**src/bhc_pkg.sv**
```systemverilog
// Shared constants and carriers of the bus handshake checker.
package bhc_pkg;

    localparam int ADDR_W = 32;
    localparam int ID_W = 4;

    // Register byte offsets.
    localparam logic [11:0] OFS_WAIT = 12'h000;
    localparam logic [11:0] OFS_MODE = 12'h004;
    localparam logic [11:0] OFS_STAT_LO = 12'h008;
    localparam logic [11:0] OFS_STAT_HI = 12'h00C;

    // Reset values.
    localparam logic [15:0] WAIT_RST = 16'h0010;

    // Protocol variant held in the mode register.
    typedef enum logic [1:0] {
        BHC_AXI4 = 2'b00,
        BHC_AXI3 = 2'b01,
        BHC_LITE = 2'b10
    } bhc_proto_t;

    localparam bhc_proto_t MODE_RST = BHC_AXI4;

    // Burst type encodings.
    localparam logic [1:0] BURST_FIXED = 2'b00;
    localparam logic [1:0] BURST_WRAP = 2'b10;
    localparam logic [1:0] BURST_RSVD = 2'b11;

    // Burst page limit in bytes.
    localparam logic [16:0] PAGE_BYTES = 17'h0_1000;
    localparam logic [7:0] FIXED_LEN_MAX = 8'h0F;

    // Positions of the violation flags in the status vector.
    localparam int WR_DATA_VALID_HOLD_CHECK = 27;
    localparam int WR_DATA_READY_DELAY_ADVICE = 28;
    localparam int RESP_BEFORE_LAST_BEAT_CHECK = 29;
    localparam int WR_EXCLUSIVE_OKAY_CHECK = 30;
    localparam int RESP_VALID_AFTER_RESET_CHECK = 31;
    localparam int RESP_BEFORE_ADDR_CHECK = 32;
    localparam int RESP_ID_HOLD_CHECK = 33;
    localparam int RESP_CODE_HOLD_CHECK = 34;
    localparam int RESP_VALID_HOLD_CHECK = 35;
    localparam int RESP_READY_DELAY_ADVICE = 36;
    localparam int RD_PAGE_CROSS_CHECK = 37;
    localparam int RD_WRAP_ALIGN_CHECK = 38;
    localparam int RD_BURST_RESERVED_CHECK = 39;
    localparam int RD_EXCLUSIVE_LEN_CHECK = 40;
    localparam int RD_CACHE_COMBO_CHECK = 41;
    localparam int RD_FIXED_LEN_CHECK = 42;
    localparam int RD_WRAP_LEN_CHECK = 43;
    localparam int RD_BEAT_WIDTH_CHECK = 44;
    localparam int RD_ADDR_VALID_AFTER_RESET_CHECK = 45;
    localparam int RD_ADDR_HOLD_CHECK = 46;
    localparam int RD_BURST_TYPE_HOLD_CHECK = 47;
    localparam int RD_CACHE_HOLD_CHECK = 48;
    localparam int RD_TAG_HOLD_CHECK = 49;
    localparam int RD_LEN_HOLD_CHECK = 50;
    localparam int RD_LOCK_HOLD_CHECK = 51;
    localparam int RD_PROT_HOLD_CHECK = 52;
    localparam int RD_SIZE_HOLD_CHECK = 53;
    localparam int RD_QOS_HOLD_CHECK = 54;
    localparam int RD_REGION_HOLD_CHECK = 55;
    localparam int RD_ADDR_VALID_HOLD_CHECK = 56;
    localparam int RD_ADDR_READY_DELAY_ADVICE = 57;
    localparam int RD_BEAT_COUNT_CHECK = 58;
    localparam int RD_TAG_MATCH_CHECK = 59;
    localparam int RD_EXCLUSIVE_OKAY_CHECK = 60;

    // Flags that may ever be raised; unimplemented checks stay clear.
    localparam logic [63:0] IMPL_MASK = 64'h0FF7_FEFF_B800_0000;

    // Read address channel payload.
    typedef struct packed {
        logic [ID_W-1:0] id;
        logic [ADDR_W-1:0] addr;
        logic [7:0] len;
        logic [2:0] size;
        logic [1:0] burst;
        logic lock;
        logic [3:0] cache;
        logic [2:0] prot;
        logic [3:0] qos;
        logic [3:0] region;
    } bhc_ar_t;

endpackage
```
**src/bhc_axi_pair.sv**
```systemverilog
// Read slave model that answers requests after a set delay and returns their beats.
`timescale 1ns/1ps
////////////////////////
module bhc_axi_pair (
    input wire logic clk,
    input wire logic aresetn,
    input wire logic ar_valid,
    input wire bhc_pkg::bhc_ar_t ar,
    input wire logic r_ready,
    input wire logic [3:0] lat,
    input wire logic shrt,
    output logic ar_ready,
    output logic r_valid,
    output logic [3:0] r_id,
    output logic r_last
);
    logic [3:0] cnt;
    logic [7:0] left;
    // One burst at a time; a short burst ends one beat early on purpose.
    always_ff @(posedge clk) begin
        ar_ready <= 1'b0;
        if (!aresetn) begin
            cnt <= 4'h0;
            r_valid <= 1'b0;
            r_last <= 1'b0;
            r_id <= 4'h0;
            left <= 8'h00;
        end else if (r_valid) begin
            if (r_ready) begin
                r_valid <= left != 8'h00;
                r_last <= left == 8'h01;
                left <= left - 8'h01;
                r_id <= (left == 8'h00) ? ~r_id : r_id;
            end
        end else if (ar_valid && ar_ready) begin
            r_valid <= 1'b1;
            r_id <= ar.id;
            left <= ar.len - {7'h00, shrt};
            r_last <= ar.len == {7'h00, shrt};
        end else if (!ar_valid) begin
            cnt <= 4'h0;
        end else if (cnt == lat) begin
            ar_ready <= 1'b1;
            cnt <= 4'h0;
        end else begin
            cnt <= cnt + 4'h1;
        end
    end
endmodule

```
**config.mk**
```make
export PLATFORM = sky130hd
export DESIGN_NAME = bhc_axi_pair
export DESIGN_NICKNAME = d
export VERILOG_FILES = /design/src/bhc_pkg.sv /design/src/bhc_axi_pair.sv
export SDC_FILE = /design/constraint.sdc
export NUM_CORES = 1
export LEC_CHECK = 0
export BUFFER_PORTS_ARGS = -buffer_cell sky130_fd_sc_hd__buf_2
export CAP_MARGIN = 30
export CORE_MARGIN = 2
export CORE_UTILIZATION = 45
export CTS_CLUSTER_DIAMETER = 200
export DETAILED_ROUTE_END_ITERATION = 12
export PLACE_DENSITY = 0.84
export SLEW_MARGIN = 20
export SYNTH_ARGS = -nofsm -noshare
export SYNTH_HDL_FRONTEND = slang
export SYNTH_SLANG_ARGS = --single-unit
```
**constraint.sdc**
```tcl
create_clock -name clk -period 4.45 [get_ports clk]
set_input_delay 0.445 -clock clk [delete_from_list [all_inputs] [get_ports clk]]
set_output_delay 0.445 -clock clk [all_outputs]
set_load 0.02 [all_outputs]
```
-- Word level (Yosys, flattened, before mapping)
Index checks and enable logic that the tools add are counted.
- memories kept: 0
- output and inout port bits: 7
- bits in latches: 0
- memory bits (read-only): 0
- flip-flop bits (word level): 19
- logic and storage cells: 43
- bits of input ports: 74
- bits in writable memories: 0
- equal/unequal tests: 5
- divide/modulo/power cells: 0
- bitwise logic cells: 5
- mux-type cells: 16
- magnitude comparators: 0
- reductions and logical operators: 8
- multipliers: 0
- shifts and indexed selects: 0
- $add $sub $neg: 3
- operators by type and width (cell ; number):
    two-way mux 4 bit ; 6
    two-way mux 8 bit ; 3
    == test 8 x 1 -> 1 bit ; 1
    == test 8 x 1 -> 1 bit (second input constant) ; 1
    zero test 8 bit ; 1
    nonzero test 8 bit ; 1
    subtractor 8 x 1 -> 8 bit ; 1
    subtractor 8 x 1 -> 8 bit (second input constant) ; 1
    two-way mux 1 bit ; 7
    adder 4 x 1 -> 4 bit (second input constant) ; 1
    == test 4 bit ; 1
    NOT 1 bit ; 4
    NOT 4 bit ; 1
    AND reduction 2 bit ; 2
    OR reduction 4 bit ; 1
    AND reduction 3 bit ; 1
    inequality test 2 x 1 -> 1 bit (second input constant) ; 1
    inequality test 2 bit (second input constant) ; 1
    nonzero test 2 bit ; 1
    logical AND 1 bit ; 1

-- Logic depth before layout (Yosys ltp)
- depth in word-level cells: 4
- depth in mapped cells: 7
- gate-level depth less buffers: 7

-- Least setup slack after synthesis
Ideal clock, no wire load.
- path type: in2reg
- start: in ar[21] (netlist name)
- end: reg left[5]
- setup time: 121 ps
- arrival time: 1708 ps
- cell stages on the path: 6
- path buffers: 0
- data required time: 4329 ps
- path slack: 2621 ps
- path through: inv_1 ha_1 or2b_1 or4b_2 a31oi_1 a211oi_1
- word-level cells in the longest chain between the ends: 3
- RTL lines (what ; line ; text):
    from (decl) ; bhc_axi_pair.sv:8 ; input wire bhc_pkg::bhc_ar_t ar,
    subtractor 8 x 1 -> 8 bit ; bhc_axi_pair.sv:38 ; left <= ar.len - {7'h00, shrt};
    two-way mux 8 bit ; bhc_axi_pair.sv:35 ; end else if (ar_valid && ar_ready) begin
    two-way mux 8 bit ; bhc_axi_pair.sv:28 ; end else if (r_valid) begin
    to (signal assigned) ; bhc_axi_pair.sv:32 ; left <= left - 8'h01;
    to (signal assigned) ; bhc_axi_pair.sv:38 ;
    to (decl) ; bhc_axi_pair.sv:18 ; logic [7:0] left;
No other way between the ends. The select of a mux whose other input is x is not followed.
A chain may end at the register's enable or synchronous reset.

-- Worst setup path in the final report
- start: reg r_valid
- end: reg r_id[1]
- word-level cells in the longest chain between the ends: 2
- elaborated cells between the ends (all ways): 5
- those cells by class: eq/ne: 2; mux: 1; reduce/logical: 2
- RTL lines (what ; line ; text):
    from (decl) ; bhc_axi_pair.sv:13 ; output logic r_valid,
    from (signal assigned) ; bhc_axi_pair.sv:24 ; r_valid <= 1'b0;
    from (signal assigned) ; bhc_axi_pair.sv:30 ; r_valid <= left != 8'h00;
    from (signal assigned) ; bhc_axi_pair.sv:36 ; r_valid <= 1'b1;
    inequality test 2 x 1 -> 1 bit (no source line), or another cell as far along ; - ;
    AND reduction 3 bit (no source line) ; - ;
    to (signal assigned) ; bhc_axi_pair.sv:33 ; r_id <= (left == 8'h00) ? ~r_id : r_id;
    to (signal assigned) ; bhc_axi_pair.sv:37 ; r_id <= ar.id;
    to (decl) ; bhc_axi_pair.sv:14 ; output logic [3:0] r_id,
Several ways; a longest one is shown, not always the timed one.

==> impl_metrics.json <==
{
  "run_status": "completed",
  "holdBufCountCts": 0,
  "syn-cell-area_sq_mm": 0.00126,
  "syn_area_per_cell_sq_um": 8.29,
  "min_period_ns": 2.30,
  "crit_cells": 4,
  "die_w_um": 56.9,
  "m1WireLength_um": 1240,
  "fin_worst_skew_ns": 0.00504,
  "fillers": 278,
  "antenna_found_initial": 0,
  "first_global_vias": 1038,
  "power.leakage_nw": 0.598,
  "vdd_drop_max_v": 0.000136,
  "final_common_cell": "buf_2",
  "crit_type": "reg -> reg",
  "endpoint_kind": "register",
  "dieArea_sq_mm": 0.00324,
  "arrival_ns": 2.54,
  "netlist_top_cells_area": "dfxtp_1 30%, ha_1 6.0%, a21oi_1 5.6%",
  "synth_ff_type": "dfxtp_1",
  "overflow": 0,
  "layout_common_cells": "27 x buf_2, 19 x dfxtp_1, 15 x nor2_1",
  "crit_family": "simple AND/OR/NAND/NOR gates",
  "vias": 1238,
  "critical_path.endpoint": "r_id[1]$_SDFFE_PN0P_",
  "min_path_type": "in -> reg",
  "cts_tree": "yes",
  "hpwl_um": 2050,
  "rows": 19,
  "max_freq_mhz": 436,
  "layout.nets": 260,
  "regArea_sq_um": 380,
  "yosysTopAreaCell": "dfxtp_1",
  "top_layer_used": "met4",
  "synth_edf_count": 0,
  "critPathMaxStageDelay_ns": 0.88,
  "regToRegStartpoint": "r_valid$_SDFF_PN0_",
  "synth.net_count": 232,
  "die_y_um": 56.9,
  "gr-usage-all-layers_pct": 17.4,
  "yosysSeqAreaShare_pct": 30.2,
  "hold_viol": 0,
  "worstPathMaxFanout": 26,
  "wl_met3_um": 178,
  "drv_cap": 0,
  "power_density_mw_per_mm2": 217,
  "grt_first_pass_wirelength_um": 4460,
  "clock_sinks": 19,
  "critPathLaunchType": "register",
  "areaGrowthSynthToFinish_pct": 13.9,
  "h-tree-depth": 1,
  "finalCritPeriodShare_pct": 51.6,
  "core_area_sq_mm": 0.00271,
  "p_total_w": 0.000312,
  "multi_input_area_sq_um": 832,
  "critical-path-slowest-cell": "dfxtp_1",
  "ys_ff_latch": 19,
  "totalWireLength_um": 2760,
  "initial_core_util_pct": 46.5,
  "cp_num_buf_inv": 0,
  "worst_pin_slew_ns": 0.831,
  "drtIter0Drc": 25,
  "cts_root_buffer": "clkbuf_4",
  "cts_buffers": 3,
  "antennaDiodeCount": 0,
  "io_buffers": 27,
  "rr_worst_depth": 4,
  "required_ns": 4.69,
  "cts_buffer_depth": 2,
  "grt_max_degree": 27,
  "cp_cell_sequence": "nor3b_4, a41oi_1, or3_1, a21oi_1",
  "critPathLaunch": "r_valid$_SDFF_PN0_",
  "drt_first_pass_iters": 4,
  "post_drt_wl_per_cell_um": 13.2,
  "layout-drive-gt1-share_pct": 20.7,
  "timing.rr.end": "r_id[1]$_SDFFE_PN0P_",
  "rsz0062_at_grt": "no",
  "vias_per_cell": 5.90,
  "slew_headroom_pct": 44.5,
  "finalMaxSlewViolations": 0,
  "post_cts_buffers": 0,
  "met2_length_um": 1300,
  "clock_latency_ns": 0.31,
  "drt.antenna.violating_nets": 0,
  "utilization_pct": 53.0,
  "postCtsResizedCells": 0,
  "drc": 0,
  "tns_ns": 0,
  "synth.distinct_cells": 47,
  "synth_top_area_share_pct": 30.2,
  "synth-warning-count": 0,
  "routabilityCongestion": 0.760,
  "setup_viol": 0,
  "synthArstFlopShare_pct": 0,
  "ios": 81,
  "postSynthCellCount": 152,
  "r2r_slack_ns": 2.15,
  "clk_pin_slew_ns": 0.11
}
how the worst min path moves through the flow:
stage,startpoint,depth (start not counted),slack (ns),to
floorplan,left[1]$_SDFFE_PN0P_,2,0.47,left[1]$_SDFFE_PN0P_
global placement,r_id[1]$_SDFFE_PN0P_,2,0.47,r_id[1]$_SDFFE_PN0P_
detailed placement,r_id[2]$_SDFFE_PN0P_,2,0.48,r_id[2]$_SDFFE_PN0P_
CTS,r_ready,2,0.45,r_valid$_SDFF_PN0_
global route,ar_valid,2,0.45,ar_ready$_SDFF_PP0_
finish,r_ready,2,0.45,r_valid$_SDFF_PN0_
logic make-up after synthesis:
kind of cell,after synthesis,share of synthesized area [%]
flip-flops,19,30.2
adder cells (fa/ha/maj),6,5.96
buffers and inverters,10,3.77
multiplexers,2,1.59
AO/OA/AOI/OAI,43,22.1
XOR/XNOR,8,5.56
AND/OR/NAND/NOR,64,30.8
layout make-up:
cell class,count,share of cell area [%]
multi-input combinational,123,58.0
sequential,19,26.5
timing repair buffer,27,9.42
tap,31,2.70
clock buffer,4,1.83
inverter,6,1.57
synth_stat cells (all sizes together) (2+ instances only):
library cell and number:
nor3b 4, nand2 10, or4 4, nand3b 3, inv 5, a31o 2
xor2 5, nand3 4, a21oi 14, a31oi 2, o41ai 2, or3 6
o21ai 9, nor4 3, o22ai 2, nor2b 4, clkbuf 3, o211a 2
nand4b 3, mux2i 2, dfxtp 19, nor2 15, xnor2 3, a41oi 2
ha 6
where the power goes:
part,total (W),switching (W),internal [W]
Clock,0.0000926,0.0000575,0.0000351
Combinational,0.0000436,0.0000239,0.0000198
Sequential,0.000176,0.00000336,0.000172
Total,0.000312,0.0000847,0.000227
through the flow:
| stage | worst slack (ns) | cells | hold WS [ns] | cell area [sq um] |
|---|---|---|---|---|
| after detailed placement | 2.22 | 206 | 0.480 | 1410 |
| after global placement | 2.25 | 206 | 0.470 | 1410 |
| final | 2.15 | 210 | 0.452 | 1440 |
| after global routing | 1.93 | 210 | 0.452 | 1440 |
| after CTS | 2.19 | 210 | 0.448 | 1440 |
| after floorplan | 2.62 | 152 | 0.467 | 1260 |
per-layer routing:
metal	vias up	track usage, %
met2	48	29.2
met5	-	0
met4	0	6.98
met1	563	22.1
li1	622	-
met3	5	3.00
registers in the layout, indices dropped and copies added (netlist names):
name      count
cnt           4
r_id          4
left          8
ar_ready      1
r_valid       1
r_last        1
worst register-to-register path, cell delays in order (launching register included):
cell and delay, ns:
dfxtp_1 0.88, nor3b_4 0.45, a41oi_1 0.32, or3_1 0.44, a21oi_1 0.14
Note: power is estimated with default switching activity, not from simulation.
